File: src/core/strap_pkg.sv
// Constants for the strap capture block: pin slots, mode codes, clocks, APB map.
// Assumes a 250 MHz system clock and 32-bit APB with word offsets.
`default_nettype none
package strap_pkg;
  localparam int unsigned SYS_CLK_HZ   = 250_000_000;
  localparam int unsigned REF_CLK_HZ   = 125_000_000;
  localparam int unsigned MII_CLK_HZ   = 25_000_000;
  localparam int unsigned MII_HALF_CYC = SYS_CLK_HZ / (2 * MII_CLK_HZ);
  localparam logic [2:0]  MII_HALF_M1  = 3'(MII_HALF_CYC - 1);
  localparam int unsigned NPINS     = 9;
  localparam int unsigned PIN_ADDR0 = 0;
  localparam int unsigned PIN_ADDR1 = 1;
  localparam int unsigned PIN_ADDR2 = 2;
  localparam int unsigned PIN_MODE0 = 3;
  localparam int unsigned PIN_CLKEN = 7;
  localparam int unsigned PIN_LAMP  = 8;
  localparam logic [3:0] MODE_MII   = 4'h1;
  localparam logic [3:0] MODE_NAND  = 4'h4;
  localparam logic [3:0] MODE_PDOWN = 4'h7;
  localparam logic [1:0] ADDR_UPPER = 2'h0;
  localparam logic [7:0] REG_STATUS = 8'h00;
  localparam logic [7:0] REG_CTRL   = 8'h04;
  localparam logic [7:0] REG_PINS   = 8'h08;
  localparam int unsigned ST_MODE_LSB  = 8;
  localparam int unsigned ST_LAMP_BIT  = 12;
  localparam int unsigned ST_CLKEN_BIT = 13;
  localparam int unsigned ST_MII_BIT   = 14;
  localparam int unsigned ST_NAND_BIT  = 15;
  localparam int unsigned ST_RSVD_BIT  = 16;
  localparam int unsigned ST_PDOWN_BIT = 17;
  localparam int unsigned ST_RUN_BIT   = 18;
  localparam int unsigned CTRL_REF_BIT = 0;
  localparam int unsigned CTRL_TX_BIT  = 1;
  localparam logic [1:0]  CTRL_RESET   = 2'h3;
  typedef enum logic {PH_RESET, PH_RUN} phase_t;
endpackage
`default_nettype wire

File: src/core/phy_strap_config_latch.sv
// Strap capture at chip reset release, shared pin turnaround, clock outputs.
// Assumes pins and chip reset are synchronous to sys_clk_in; APB master.
//
// What this block does
// - Chip reset active low; straps latch at release
// - Strap pins inputs in reset, outputs after except in power-down mode; ref clock pin also needs its enable
// - Three address straps give address 0..7
// - Address bits four and three always zero
// - Four-bit mode latched; 0001 normal, 0100 test
// - Reference clock pin level sets lamp style
// - High gives single lamp, low dual lamp
// - Reference clock pin drives 125 MHz after reset
// - Reference clock follows its enable strap level and the control ref bit
// - Top address strap captured before receive clock
// - Transmit clock driven out in MII mode
`default_nettype none
module phy_strap_config_latch
  import strap_pkg::*;
(
  input  wire logic             sys_clk_in,
  input  wire logic             rst_in,
  input  wire logic             chip_reset_n_in,
  input  wire logic [NPINS-1:0] strap_pin_in,
  output logic      [NPINS-1:0] strap_pin_out,
  output logic      [NPINS-1:0] strap_pin_oe_out,
  input  wire logic [NPINS-1:0] core_pin_data_in,
  output logic                  tx_clk_out,
  output logic      [4:0]       mgmt_addr_strap_out,
  output logic      [3:0]       op_mode_out,
  output logic                  lamp_style_strap_out,
  output logic                  ref_clock_out_enable_out,
  input  wire logic             psel_in,
  input  wire logic             penable_in,
  input  wire logic             pwrite_in,
  input  wire logic [7:0]       paddr_in,
  input  wire logic [31:0]      pwdata_in,
  output logic      [31:0]      prdata_out,
  output logic                  pready_out,
  output logic                  pslverr_out
);

  phase_t            phase_r;
  phase_t            phase_nxt;
  logic [4:0]        addr_r;
  logic [4:0]        addr_nxt;
  logic [3:0]        mode_r;
  logic [3:0]        mode_nxt;
  logic              lamp_r;
  logic              lamp_nxt;
  logic              ref_en_r;
  logic              ref_en_nxt;
  logic              ref_clk_r;
  logic [2:0]        mii_cnt_r;
  logic [2:0]        mii_cnt_nxt;
  logic              mii_clk_r;
  logic              mii_clk_nxt;
  logic [NPINS-1:0]  pin_out_r;
  logic [NPINS-1:0]  pin_out_nxt;
  logic [NPINS-1:0]  pin_oe_r;
  logic [NPINS-1:0]  pin_oe_nxt;
  logic              tx_clk_r;
  logic              tx_clk_nxt;
  logic [1:0]        ctrl_r;
  logic [31:0]       prdata_r;
  logic              pready_r;
  logic              pslverr_r;

  // Capture point: first edge with chip reset released
  wire go        = (phase_r == PH_RESET) && chip_reset_n_in;
  wire run_nxt   = (phase_nxt == PH_RUN);
  wire is_mii    = (mode_nxt == MODE_MII);
  wire is_nand   = (mode_nxt == MODE_NAND);
  wire is_pdown  = (mode_nxt == MODE_PDOWN);
  wire is_rsvd   = !is_mii && !is_nand && !is_pdown;
  wire drive_ok  = run_nxt && !is_pdown;
  wire ref_gate  = ctrl_r[CTRL_REF_BIT];
  wire tx_gate   = ctrl_r[CTRL_TX_BIT];

  // Chip reset re-entry wins over everything else
  assign phase_nxt = !chip_reset_n_in ? PH_RESET :
                     go               ? PH_RUN   : phase_r;

  // Pins are still inputs on the capture edge, so the MAC side is not yet driven
  assign addr_nxt   = go ? {ADDR_UPPER, strap_pin_in[PIN_ADDR2:PIN_ADDR0]} : addr_r;
  assign mode_nxt   = go ? strap_pin_in[PIN_MODE0+3:PIN_MODE0] : mode_r;
  assign lamp_nxt   = go ? strap_pin_in[PIN_LAMP] : lamp_r;
  assign ref_en_nxt = go ? strap_pin_in[PIN_CLKEN] : ref_en_r;

  // MII clock divider; free running so it needs no restart on mode change
  assign mii_cnt_nxt = (mii_cnt_r == MII_HALF_M1) ? 3'h0 : mii_cnt_r + 3'h1;
  assign mii_clk_nxt = (mii_cnt_r == MII_HALF_M1) ? !mii_clk_r : mii_clk_r;
  assign tx_clk_nxt  = run_nxt && is_mii && tx_gate && mii_clk_nxt;

  genvar gi;
  generate
    for (gi = 0; gi < NPINS; gi++)
    begin : g_pin
      if (gi == PIN_LAMP)
      begin : g_ref
        // Half period of 125 MHz is one system cycle
        assign pin_out_nxt[gi] = !ref_clk_r;
        assign pin_oe_nxt[gi]  = drive_ok && ref_en_nxt && ref_gate;
      end
      else if (gi == PIN_ADDR2)
      begin : g_rxclk
        assign pin_out_nxt[gi] = mii_clk_nxt;
        assign pin_oe_nxt[gi]  = drive_ok;
      end
      else
      begin : g_data
        assign pin_out_nxt[gi] = core_pin_data_in[gi];
        assign pin_oe_nxt[gi]  = drive_ok;
      end
    end
  endgenerate

  always_ff @(posedge sys_clk_in or posedge rst_in)
  begin
    if (rst_in)
    begin
      phase_r  <= PH_RESET;
      addr_r   <= 5'h00;
      mode_r   <= 4'h0;
      lamp_r   <= 1'b0;
      ref_en_r <= 1'b0;
    end
    else
    begin
      phase_r  <= phase_nxt;
      addr_r   <= addr_nxt;
      mode_r   <= mode_nxt;
      lamp_r   <= lamp_nxt;
      ref_en_r <= ref_en_nxt;
    end
  end

  always_ff @(posedge sys_clk_in or posedge rst_in)
  begin
    if (rst_in)
    begin
      ref_clk_r <= 1'b0;
      mii_cnt_r <= 3'h0;
      mii_clk_r <= 1'b0;
      pin_out_r <= '0;
      pin_oe_r  <= '0;
      tx_clk_r  <= 1'b0;
    end
    else
    begin
      ref_clk_r <= !ref_clk_r;
      mii_cnt_r <= mii_cnt_nxt;
      mii_clk_r <= mii_clk_nxt;
      pin_out_r <= pin_out_nxt;
      pin_oe_r  <= pin_oe_nxt;
      tx_clk_r  <= tx_clk_nxt;
    end
  end

  // APB slave: one wait state, answer registered
  wire        acc      = psel_in && penable_in && !pready_r;
  wire        done     = psel_in && penable_in && pready_r;
  wire        hit_st   = (paddr_in == REG_STATUS);
  wire        hit_ctrl = (paddr_in == REG_CTRL);
  wire        hit_pins = (paddr_in == REG_PINS);
  wire        hit      = hit_st || hit_ctrl || hit_pins;
  wire        ctrl_wr  = done && pwrite_in && hit_ctrl;
  wire [31:0] st_word  = {13'h0000, (phase_r == PH_RUN), (mode_r == MODE_PDOWN),
                          (mode_r != MODE_MII) && (mode_r != MODE_NAND) && (mode_r != MODE_PDOWN),
                          (mode_r == MODE_NAND), (mode_r == MODE_MII), ref_en_r, lamp_r,
                          mode_r, 3'h0, addr_r};
  wire [31:0] rd_mux   = hit_st   ? st_word :
                         hit_ctrl ? {30'h0, ctrl_r} :
                         hit_pins ? {23'h0, strap_pin_in} : 32'h0;

  always_ff @(posedge sys_clk_in or posedge rst_in)
  begin
    if (rst_in)
    begin
      ctrl_r    <= CTRL_RESET;
      prdata_r  <= 32'h0;
      pready_r  <= 1'b0;
      pslverr_r <= 1'b0;
    end
    else
    begin
      pready_r  <= acc;
      pslverr_r <= acc && !hit;
      prdata_r  <= (acc && !pwrite_in) ? rd_mux : 32'h0;
      if (ctrl_wr)
        ctrl_r <= pwdata_in[1:0];
    end
  end

  assign strap_pin_out            = pin_out_r;
  assign strap_pin_oe_out         = pin_oe_r;
  assign tx_clk_out               = tx_clk_r;
  assign mgmt_addr_strap_out      = addr_r;
  assign op_mode_out              = mode_r;
  assign lamp_style_strap_out     = lamp_r;
  assign ref_clock_out_enable_out = ref_en_r;
  assign prdata_out               = prdata_r;
  assign pready_out               = pready_r;
  assign pslverr_out              = pslverr_r;
endmodule // phy_strap_config_latch
`default_nettype wire

File: config.mk
export PLATFORM = sky130hd
export DESIGN_NAME = phy_strap_config_latch
export DESIGN_NICKNAME = d
export VERILOG_FILES = /design/src/core/strap_pkg.sv /design/src/core/phy_strap_config_latch.sv
export SDC_FILE = /design/constraint.sdc
export NUM_CORES = 1
export LEC_CHECK = 0
export BUFFER_PORTS_ARGS = -buffer_cell sky130_fd_sc_hd__buf_4
export CORE_UTILIZATION = 43
export DETAILED_ROUTE_END_ITERATION = 8
export GPL_ROUTABILITY_DRIVEN = 1
export GPL_TIMING_DRIVEN = 0
export HOLD_SLACK_MARGIN = 0.06
export PLACE_DENSITY = 0.76
export SYNTH_ARGS = -nofsm -noshare
export SYNTH_HDL_FRONTEND = slang
export SYNTH_SLANG_ARGS = --single-unit
File: constraint.sdc
create_clock -name sys_clk_in -period 1.65 [get_ports sys_clk_in]
set_input_delay 0.165 -clock sys_clk_in [delete_from_list [all_inputs] [get_ports sys_clk_in]]
set_output_delay 0.165 -clock sys_clk_in [all_outputs]
set_load 0.02 [all_outputs]
==> run metrics <==
Placed Instances about 310; commonest non-fill, non-tap cell in the layout buf_4; Clock Sinks 48; fin cells 327; clock share of power between 30% and 40%; status complete, no violations; final period utilization ~88%; dpl hpwl between 3 and 4 mm; crit path DAT ~1700 ps; Most used DFF post-synth dfrtp_1; vias in the first global route 1485; DR WL/cell between 10 and 15 um; CTS Root Cell clkbuf_8; Post-CTS Setup Bufs 0; slowest CP cell dfrtp_1; Worst Max-Slew Pin Slew 531.5 ps; critical path cell sequence nor2b_4 -> buf_6 -> mux2_4 -> nor4b_4; CP peak stage delay ~420 ps; Die Span Y 71.59 um; asr flop ratio synth 100.0%; post-synth top area share between 50% and 60%; first-pass GRT wire length 6.762 mm; clock tree buffer depth 2; Reg clk slew, reported paths ~80 ps; power density cells around 870 nW/um^2; Starting Density a little under half; #FFs+latches synth 48; # diodes 0; Die Wd about 72 um; Reg power frac between 40% and 50%; Final #Nets 340; Vias 1546; CP required 1850 ps; Skew-Pair Late Insertion Delay roughly 290 ps; # port buffers slightly below 80; combinational share of power between 15 and 20%; Net Sw Frac 26.16%; CTS tree done; min Tclk post-route between 1000 and 1500 ps; antenna violations before repair 0; H-tree Lvls 2; clock skew 5.323 ps; CORE AREA between 4000 and 5000 um^2; Achievable Freq a little under 0.7 GHz; IO Count approximately 130; share of layout cells above drive strength 1 49.45%; GRT overflow 0; WS Path Type reg2reg; Internal roughly 1.9 mW; Max IR drop VDD 0.4969 mV; final setup violation count 0; largest net degree at the start of global routing 31; drt total wl 4.226 mm; Vias/cell ~4.7; remaining antenna violation count 0; Netlist cell types 46; NetSw 0.6812 mW; RSZ-0062 raised after global routing no; startpoint types flop; overall global routing resource usage between 10% and 20%; Final Hold Fails 0; area delta synth->final 44.29%; Max Slew Vio Count 0; syn avg cell area approximately 13 um^2; post-synthesis sequential area ratio between 50 and 60%; Mapped Cells 165; DR iter-0 viols between 40 and 50; EDFF count, synth 0; drc violations 0; synth warn 0; leading area contributor after synthesis dfrtp_1; total negative slack 0 ps; worst-path fanout max 10; die footprint roughly 5000 um^2; CP endpoint kind flop; FP Rows 24; Max Cap Viol 0; Post-Syn Area between 2000 and 2500 um^2; Max-slew headroom between 60 and 70%; Hold Crit Class in2reg; RePlAce Congestion around 0.77; most frequent cells in the layout buf_4 (103), dfrtp_1 (46), conb_1 (15); Num CTS Buffers 5; first-pass detailed-route iteration total 4; leak pwr ~1.6 nW; top post-synthesis cells by area dfrtp_1 (55%), buf_4 (8.7%), mux2_2 (4.9%)
==> critical path, delay by kind of cell, from the launching register on <==
kind | cells | cell delay (ps)
flip-flops | 1 | 420
AND/OR/NAND/NOR | 2 | 400
multiplexers | 1 | 350
buffers and inverters | 1 | 170
==> path summary, 6_finish.rpt <==
| path | end | cells after the start | start | slack [ps] |
|---|---|---|---|---|
| setup / recovery | tx_clk_out | 4 | phase_r | 200 |
| hold / removal | prdata_out[4] | 3 | strap_pin_in[4] | 90 |
| setup reg to reg | tx_clk_out | 4 | phase_r | 200 |
| hold reg to reg | strap_pin_out[8] | 1 | strap_pin_out[8] | 430 |
| max in group asynchronous | pready_out | 4 | rst_in | 740 |
| min in group asynchronous | strap_pin_out[3] | 3 | rst_in | 430 |
==> flip-flops by register name, summed over array words and instances (netlist names) <==
signal,flops
prdata_out,19
strap_pin_out,9
op_mode_out,4
mgmt_addr_strap_out,3
mii_cnt_r,3
ctrl_r,2
strap_pin_oe_out,2
lamp_style_strap_out,1
phase_r,1
pready_out,1
pslverr_out,1
ref_clock_out_enable_out,1
tx_clk_out,1
==> cell families after synthesis <==
group | after synthesis | share of synthesized area, %
AND/OR/NAND/NOR | 51 | 16.53
flip-flops | 48 | 57.81
buffers and inverters | 35 | 11.36
multiplexers | 15 | 7.993
AO/OA/AOI/OAI | 12 | 4.508
adder cells (fa/ha/maj) | 2 | 1.202
other | 1 | 0.1801
XOR/XNOR | 1 | 0.4207
==> power groups by stage <==
stage	Clock [mW]	Combinational, mW	Sequential, mW
finish	0.820	0.509	1.27
global route	0.899	0.544	1.29
CTS	0.848	0.511	1.28
detailed placement	0	0.494	1.30
global placement	0	0.482	1.30
floorplan	0	0.240	1.34
==> metal layers <==
metal / share of wire [%] / up-vias / routed length (um) / global-route usage [%]
met5: 0 / - / 0 / 0
met4: 0.95 / 0 / 40 / 5.447
met3: 5.3 / 4 / 222 / 5.626
met2: 53 / 50 / 2249 / 30.90
met1: 41 / 749 / 1714 / 20.30
li1: - / 743 / - / -
==> cell usage after synthesis (2+ instances only) <==
cell type and number:
buf_4 24, ha_1 2, a21oi_1 2, dfstp_2 2, inv_1 7, nand2_1 10, nor2_1 14, mux2i_1 5
nor3b_1 3, nor3_1 3, dfrtp_1 46, and3_1 4, mux2_2 9, a2bb2oi_1 2
==> timing repair <==
action | CTS | global route
hold buffers | 8 | 0
gates resized for setup | 0 | 0
endpoints found under the hold margin | 23 | 0
==> cell type report <==
| type | instances | area, um^2 |
|---|---|---|
| clock inverter | 3 | 42.54 |
| fill | 364 | 1500 |
| sequential | 48 | 1204 |
| clock buffer | 5 | 68.82 |
| timing repair buffer | 88 | 693.2 |
| buffer | 28 | 210.2 |
| tap | 52 | 65.06 |
| inverter | 7 | 26.28 |
| multi-input combinational | 96 | 694.4 |
==> stage by stage <==
stage                     cell area (um^2)  setup WS (ps)  power, mW  util, %  hold slack, ps
final                                 3004          202.5      2.604    66.69           94.96
after global routing                  3004          99.66      2.729    66.69           77.18
after CTS                             3004          200.9      2.635    66.69           87.13
after detailed placement              2813          230.9      1.792    62.44           187.7
after global placement                2793         -261.7      1.778    62.00           274.6
after floorplan                       2135          342.5      1.583        -           196.4
Note: power is estimated with default switching activity, not from simulation.
